==> config.mk <==
export PLATFORM = sky130hd
export DESIGN_NAME = tuning_state_receiver
export DESIGN_NICKNAME = d
export VERILOG_FILES = /design/src/core/tuning_rx_pkg.sv /design/src/core/pin_sync.sv /design/src/core/tuning_state_receiver.sv
export VERILOG_INCLUDE_DIRS = /design/src /design/src/core
export SDC_FILE = /design/constraint.sdc
export NUM_CORES = 1
export LEC_CHECK = 0
export BUFFER_PORTS_ARGS = -buffer_cell sky130_fd_sc_hd__buf_2
export CORE_MARGIN = 4
export CORE_UTILIZATION = 40
export DETAILED_ROUTE_END_ITERATION = 7
export PLACE_DENSITY = 0.7
export SETUP_SLACK_MARGIN = 0.5
export SLEW_MARGIN = 30
export SYNTH_ARGS = -nofsm -noshare
export SYNTH_HDL_FRONTEND = slang
export SYNTH_SLANG_ARGS = --single-unit
==> constraint.sdc <==
create_clock -name CLK -period 2.2 [get_ports CLK]
set_input_delay 0.11 -clock CLK [delete_from_list [all_inputs] [get_ports CLK]]
set_output_delay 0.11 -clock CLK [all_outputs]
set_load 0.01 [all_outputs]
==> src/core/tuning_rx_defines.svh <==
`ifndef TUNING_RX_DEFINES_SVH
`define TUNING_RX_DEFINES_SVH

// Bus addresses selected by the strap pin
`define ADDR_STRAP_LOW      7'h70
`define ADDR_STRAP_HIGH     7'h71
// Data byte field positions
`define ZERO_HI_BIT         7
`define ZERO_LO_BIT         6
`define STANDBY_BIT         5
`define STATE_MSB           4
// Reset values of the applied outputs
`define TUNING_STATE_RESET  5'h00
`define STANDBY_RESET       1'b0
// Settling time after a change, in ns, and the derived cycle count
`define SETTLE_TIME_NS      12000
`define CLK_PERIOD_NS       10
`define SETTLE_CYCLES       (`SETTLE_TIME_NS / `CLK_PERIOD_NS)
// Telegram phase lengths in bits
`define BYTE_BITS           8

`endif

==> src/core/tuning_rx_pkg.sv <==
package tuning_rx_pkg;

  // Applied tuning word
  typedef struct packed {
    logic       standby_request_bit;
    logic [4:0] tuning_state_field;
  } tuning_word_t;

  // Receiver phases, one-hot
  typedef enum logic [5:0] {
    ST_IDLE     = 6'h01,
    ST_ADDR     = 6'h02,
    ST_ADDR_ACK = 6'h04,
    ST_DATA     = 6'h08,
    ST_DATA_ACK = 6'h10,
    ST_IGNORE   = 6'h20
  } rx_state_t;

endpackage : tuning_rx_pkg

==> src/core/pin_sync.sv <==
`timescale 1ns/1ps
// Two-flop synchroniser for one asynchronous pin
module pin_sync #(
  parameter logic RESET_VAL = 1'b1
) (
  input  wire logic CLK,
  input  wire logic RST_N,
  input  wire logic d,
  output logic      q
);

  logic meta_r;

  // Only the second flop is read outside
  always_ff @(posedge CLK or negedge RST_N) begin
    if (!RST_N) begin
      meta_r <= RESET_VAL;                // Idle level, so no false edge
      q      <= RESET_VAL;
    end else begin
      meta_r <= d;
      q      <= meta_r;
    end
  end

endmodule : pin_sync

==> src/core/tuning_state_receiver.sv <==
`timescale 1ns/1ps
`include "tuning_rx_defines.svh"

// Contract
// - Each telegram bit is sampled on a rising serial clock edge.
// - A data byte is applied at the rising edge of its ack clock.
// - With the strap high the slave answers only address 113.
// - With the strap low the slave answers only address 112.
// - Other addresses are ignored; the master picks by strapped address.
// - Data is MSB first; bits 7:6 zero, bit 5 standby, bits 4:0 state.
// - The 5-bit tuning state picks one of 32 settings, zero minimum.
// - An applied change settles within 12 us of the activating edge.
module tuning_state_receiver
  import tuning_rx_pkg::*;
#(
  parameter int SETTLE_CYCLES = `SETTLE_CYCLES
) (
  input  wire logic       CLK,
  input  wire logic       RST_N,
  input  wire logic       SCL_IN,
  input  wire logic       SDA_IN,
  input  wire logic       ADDR_STRAP,
  output logic            SDA_OUT,
  output logic            SDA_OE,
  output logic [4:0]      TUNING_STATE,
  output logic            STANDBY,
  output logic            SETTLING,
  output logic            FRAME_ERROR
);

  // Settle counter is 16 bits wide
  if (SETTLE_CYCLES < 1 || SETTLE_CYCLES > 65535) begin : g_bad_settle
    $error("SETTLE_CYCLES out of range");
  end

  logic scl_s;
  logic sda_s;
  logic strap_s;
  logic scl_d_r;
  logic sda_d_r;
  rx_state_t    state_r;
  rx_state_t    state_nxt;
  logic [7:0]   shift_r;
  logic [3:0]   bit_cnt_r;
  logic [15:0]  settle_cnt_r;
  tuning_word_t word_r;
  logic         ack_seen_r;
  logic         fall_seen_r;

  // Pins cross into the CLK domain before anything reads them
  pin_sync #(.RESET_VAL(1'b1)) u_scl_sync (
    .CLK       (CLK),
    .RST_N     (RST_N),
    .d         (SCL_IN),
    .q         (scl_s)
  );
  pin_sync #(.RESET_VAL(1'b1)) u_sda_sync (
    .CLK       (CLK),
    .RST_N     (RST_N),
    .d         (SDA_IN),
    .q         (sda_s)
  );
  pin_sync #(.RESET_VAL(1'b0)) u_strap_sync (
    .CLK       (CLK),
    .RST_N     (RST_N),
    .d         (ADDR_STRAP),
    .q         (strap_s)
  );

  // Edge and condition detection on the synchronised lines
  wire scl_rise  = scl_s & ~scl_d_r;
  wire scl_fall  = ~scl_s & scl_d_r;
  wire start_det = scl_s & scl_d_r & sda_d_r & ~sda_s;
  wire stop_det  = scl_s & scl_d_r & ~sda_d_r & sda_s;
  wire shift_en  = scl_rise & ((state_r == ST_ADDR) | (state_r == ST_DATA));
  wire byte_done = shift_en & (bit_cnt_r == 4'h7);
  wire in_ack    = (state_r == ST_ADDR_ACK) | (state_r == ST_DATA_ACK);

  // Address match; the last bit of the byte is the direction bit
  wire [6:0] own_addr   = strap_s ? `ADDR_STRAP_HIGH
                                  : `ADDR_STRAP_LOW;
  wire [7:0] rx_byte    = {shift_r[6:0], sda_s};
  wire       addr_match = (rx_byte[7:1] == own_addr)
                          & ~rx_byte[0];
  wire       zeros_ok   = ~shift_r[`ZERO_HI_BIT]
                          & ~shift_r[`ZERO_LO_BIT];
  wire       apply_now  = (state_r == ST_DATA_ACK) & scl_rise;

  // Phase sequencing of the telegram
  always_comb begin
    state_nxt = state_r;
    case (state_r)
      ST_IDLE:     state_nxt = ST_IDLE;
      ST_ADDR:     if (byte_done) begin
                     state_nxt = addr_match ? ST_ADDR_ACK : ST_IGNORE;
                   end
      ST_ADDR_ACK: if (scl_fall & ack_seen_r) begin
                     state_nxt = ST_DATA;
                   end
      ST_DATA:     if (byte_done) begin
                     state_nxt = ST_DATA_ACK;
                   end
      ST_DATA_ACK: if (scl_fall & ack_seen_r) begin
                     state_nxt = ST_DATA;
                   end
      ST_IGNORE:   state_nxt = ST_IGNORE;
      default:     state_nxt = ST_IDLE;
    endcase
    if (start_det) begin
      state_nxt = ST_ADDR;
    end else if (stop_det) begin
      state_nxt = ST_IDLE;
    end
  end

  always_ff @(posedge CLK or negedge RST_N) begin
    if (!RST_N) begin
      scl_d_r <= 1'b1;
      sda_d_r <= 1'b1;
      state_r <= ST_IDLE;
    end else begin
      scl_d_r <= scl_s;
      sda_d_r <= sda_s;
      state_r <= state_nxt;
    end
  end

  // Bit shifting, sampled on rising clock edges, MSB first
  always_ff @(posedge CLK or negedge RST_N) begin
    if (!RST_N) begin
      shift_r   <= 8'h00;
      bit_cnt_r <= 4'h0;
    end else begin
      // The eighth bit is kept too; the ack slot reads the whole byte
      if (shift_en) begin
        shift_r <= rx_byte;
      end
      if (start_det || byte_done) begin
        bit_cnt_r <= 4'h0;
      end else if (shift_en) begin
        bit_cnt_r <= bit_cnt_r + 4'h1;
      end
    end
  end

  // Ack slot tracking: rising edge seen inside the slot
  always_ff @(posedge CLK or negedge RST_N) begin
    if (!RST_N) begin
      ack_seen_r <= 1'b0;
    end else if (!in_ack) begin
      ack_seen_r <= 1'b0;
    end else if (scl_rise) begin
      ack_seen_r <= 1'b1;
    end
  end

  // Fall of the eighth bit seen inside the slot
  always_ff @(posedge CLK or negedge RST_N) begin
    if (!RST_N) begin
      fall_seen_r <= 1'b0;
    end else if (!in_ack) begin
      fall_seen_r <= 1'b0;
    end else if (scl_fall) begin
      fall_seen_r <= 1'b1;
    end
  end

  // Drive low only once the clock is low; pulling data during the high
  // half of the eighth bit would look like a start condition
  wire ack_slot  = (state_nxt == ST_ADDR_ACK)
                   | (state_nxt == ST_DATA_ACK);
  wire ack_drive = ack_slot & (fall_seen_r | scl_fall);

  always_ff @(posedge CLK or negedge RST_N) begin
    if (!RST_N) begin
      SDA_OE  <= 1'b0;
      SDA_OUT <= 1'b1;
    end else begin
      SDA_OE  <= ack_drive;
      SDA_OUT <= ~ack_drive;
    end
  end

  // Apply at the ack rising edge; bad high bits flag and are dropped
  always_ff @(posedge CLK or negedge RST_N) begin
    if (!RST_N) begin
      word_r      <= '{`STANDBY_RESET, `TUNING_STATE_RESET};
      FRAME_ERROR <= 1'b0;
    end else if (apply_now && !ack_seen_r) begin
      if (zeros_ok) begin
        word_r.standby_request_bit <= shift_r[`STANDBY_BIT];
        word_r.tuning_state_field  <= shift_r[`STATE_MSB:0];
        FRAME_ERROR <= 1'b0;
      end else begin
        FRAME_ERROR <= 1'b1;
      end
    end
  end

  // Settle window; a change holds SETTLING for the full count
  always_ff @(posedge CLK or negedge RST_N) begin
    if (!RST_N) begin
      settle_cnt_r <= 16'h0000;
      SETTLING     <= 1'b0;
    end else if (apply_now && !ack_seen_r && zeros_ok) begin
      settle_cnt_r <= 16'(SETTLE_CYCLES);
      SETTLING     <= 1'b1;
    end else if (settle_cnt_r != 16'h0000) begin
      settle_cnt_r <= settle_cnt_r - 16'h0001;
      SETTLING     <= (settle_cnt_r != 16'h0001);
    end
  end

  // Outputs registered from the applied word register, one cycle later
  always_ff @(posedge CLK or negedge RST_N) begin
    if (!RST_N) begin
      TUNING_STATE <= `TUNING_STATE_RESET;
      STANDBY      <= `STANDBY_RESET;
    end else begin
      TUNING_STATE <= word_r.tuning_state_field;
      STANDBY      <= word_r.standby_request_bit;
    end
  end

endmodule : tuning_state_receiver

==> out/results.ini <==
[outcome]
outcome=complete, no violations

[logic_synthesis]
synth.avg_cell_area_sq_um=10.9
ys_ff_latch=60
netlist_instances=248
ys_types=51
yosysWarnings=0
async_flop_share_pct=100
mappedNetlistArea_sq_mm=0.00269
synth_nets=256
synth_area_leaders=dfrtp_1 48%, dfstp_2 7.8%, nand2_1 4.9%
synth_area_leader_cell=dfrtp_1
ys.flop_type=dfrtp_1
yosysSeqAreaShare_pct=56.1
synth_most_common_cell=dfrtp_1
ys_top_cells_by_count=52 x dfrtp_1, 35 x nand2_1, 32 x nor2_1
synth_edf_count=0
yosysTopAreaCellShare_pct=48.3

[cts]
clk_latency_ns=0.34
cts_buffer_depth=2
clk_pin_slew_ns=0.07
root_buffer=clkbuf_8
cts_max_level=3
clock_sinks=60
cts_buffers=9
cts_tree=yes

[placement]
gp_congestion=0.830
dpl_worst_slack_ns=-0.0140
dpl.hpwl_um=3610
io_buffers=14

[layout]
drive_gt1_share_pct=44.4
fin_nets=325
antenna_cells=0
filler_cell_count=506
syn_to_final_growth_pct=39.4

[worst_setup_path]
crit_required_ns=2.41
max_stage_delay_ns=0.40
rr_endpoint=settle_cnt_r[10]
critPathKind=reg -> reg
r2r_cells=7
worstPathArrival_ns=2.30
cp_cell_sequence=inv_2 > ha_4 > or3b_4 > or3_4 > a211oi_4 > a21boi_1 > or3_1
end_kind=register
slowest_stage=dfrtp_1
r2r_start=settle_cnt_r[1]
r2r_slack_ns=0.11
path_max_fanout=5
startpoint_type=register

[sta]
drv_slew=0
max_freq_ghz=0.478
finalSetupViolations=0
relSlewSlack_pct=58.5
finalHoldViolCount=0
finalClockSkew_ns=0.0103
fin_crit_ns=2.09
hold_ws_ns=0.319
fin_crit_sh_pct=95.1
worst_pin_slew_ns=0.623
rsz0062_at_grt=yes
timing.final.ws_setup_ns=0.109

[die]
die_w_um=90.1
io-pin-count=15
dieHeight_um=90.1
core_region_area_sq_mm=0.00646
start_util_pct=41.7
num_rows=29
dieArea_sq_mm=0.00811

[global_route]
overflow=0
grt_use_met3_pct=5.01
track_usage_pct=15.5
antenna_found_initial=0
busiest_layer=met2
grt_start_max_net_pins=34
gr-usage-met2_pct=25.1
grt_pass1_vias=2187
grt_pass1_wl_um=10100
grt_use_met1_pct=18.4

[power]
power_density_mw_per_mm2=550
ir_drop_mv=0.488
power.leakage_nw=1.80

[detailed_routing]
drc_errors=0
vias_per_cell=5.42
wire_per_inst_um=15.5
vias=2162
ant_nets=0
routed_wl_um=6170
firstDrtPassIters=4
drtIter0Drc=65

[flow_run]
cap_violations=0

[worst_hold_path]
hp-class=in -> async

==> stage by stage <==
stage	cells	power, mW	setup TNS, ns	cell area, sq um	util, %
3_3_place_gp	349	1.20	0	2990	46.4
3_5_place_dp	349	1.20	-0.0140	2990	46.4
5_1_grt	399	2.15	0	3750	58.1
4_1_cts	389	2.08	0	3530	54.7
2_1_floorplan	248	1.16	0	2740	-
6_report	399	2.07	0	3750	58.1
==> worst max-delay path by stage <==
stage / depth (start not counted) / to / from
global route: 7 / settle_cnt_r[10] / settle_cnt_r[1]
CTS: 7 / settle_cnt_r[10] / settle_cnt_r[1]
floorplan: 8 / settle_cnt_r[10] / settle_cnt_r[1]
detailed placement: 7 / settle_cnt_r[10] / settle_cnt_r[1]
global placement: 7 / settle_cnt_r[10] / settle_cnt_r[1]
finish: 7 / settle_cnt_r[10] / settle_cnt_r[1]
==> sequential cells by signal (all words and copies together), names as in the netlist <==
signal	flops
ack_seen_r	1
u_scl_sync.q	1
fall_seen_r	1
shift_r	8
bit_cnt_r	4
STANDBY	1
sda_d_r	1
state_r	6
SDA_OE	1
word_r	6
u_strap_sync.q	1
settle_cnt_r	16
u_sda_sync.meta_r	1
TUNING_STATE	5
FRAME_ERROR	1
u_sda_sync.q	1
u_strap_sync.meta_r	1
scl_d_r	1
SETTLING	1
SDA_OUT	1
u_scl_sync.meta_r	1
==> area by class of cell <==
| cell class | instances | area [sq um] | share of cell area [%] |
|---|---|---|---|
| clock buffer | 10 | 138 | 3.67 |
| clock inverter | 6 | 40.0 | 1.07 |
| inverter | 2 | 7.51 | 0.200 |
| multi-input combinational | 181 | 1440 | 38.4 |
| sequential | 60 | 1510 | 40.3 |
| tap | 77 | 96.3 | 2.57 |
| timing repair buffer | 63 | 518 | 13.8 |
==> timing repair <==
action / CTS / global route
buffers inserted: 20 / 9
resized for setup: 33 / 33
hold buffers: 4 / 0
setup endpoints to repair: 29 / 40
hold endpoints to repair: 22 / 0
gates cloned: 0 / 1
pin swaps: 21 / 14
==> logic make-up after synthesis <==
family / synth area share (%)
flops: 56.1
mux: 2.51
simple gates: 22.9
compound gates: 8.92
xor+xnor: 6.50
fa+ha+maj: 1.39
buf+inv: 1.63
==> layer usage <==
| metal | up-vias | part of all wire [%] |
|---|---|---|
| met4 | 0 | 3.1 |
| met5 | - | 0 |
| met2 | 53 | 52 |
| li1 | 1024 | - |
| met1 | 1069 | 42 |
| met3 | 16 | 3.5 |
==> placed cells by master (no fill, tap or decap), types with 4 or more instances in the layout <==
cell type	n
dfrtp_1	50
buf_4	31
nor2_1	30
nand2_1	29
buf_2	14
buf_6	12
xnor2_1	10
clkbuf_8	10
dfstp_2	8
a21oi_1	8
xor2_1	7
mux2_2	6
nor2b_1	5
nand2_2	5
nand4_1	4
dlygate4sd3_1	4
==> critical path, delay by kind of cell (launching register included) <==
family | cells | cell delay [ns]
buffers and inverters | 1 | 0.09
AND/OR/NAND/NOR | 3 | 1.07
flip-flops | 1 | 0.40
AO/OA/AOI/OAI | 2 | 0.26
adder cells (fa/ha/maj) | 1 | 0.14
==> where the power goes <==
part / internal [mW] / switching (mW) / leakage, nW
clock: 0.436 / 0.436 / 0.0920
sequential: 1.12 / 0.0132 / 0.803
combinational: 0.0265 / 0.0364 / 0.908
total: 1.58 / 0.486 / 1.80
(Power assumes the default switching activity.)
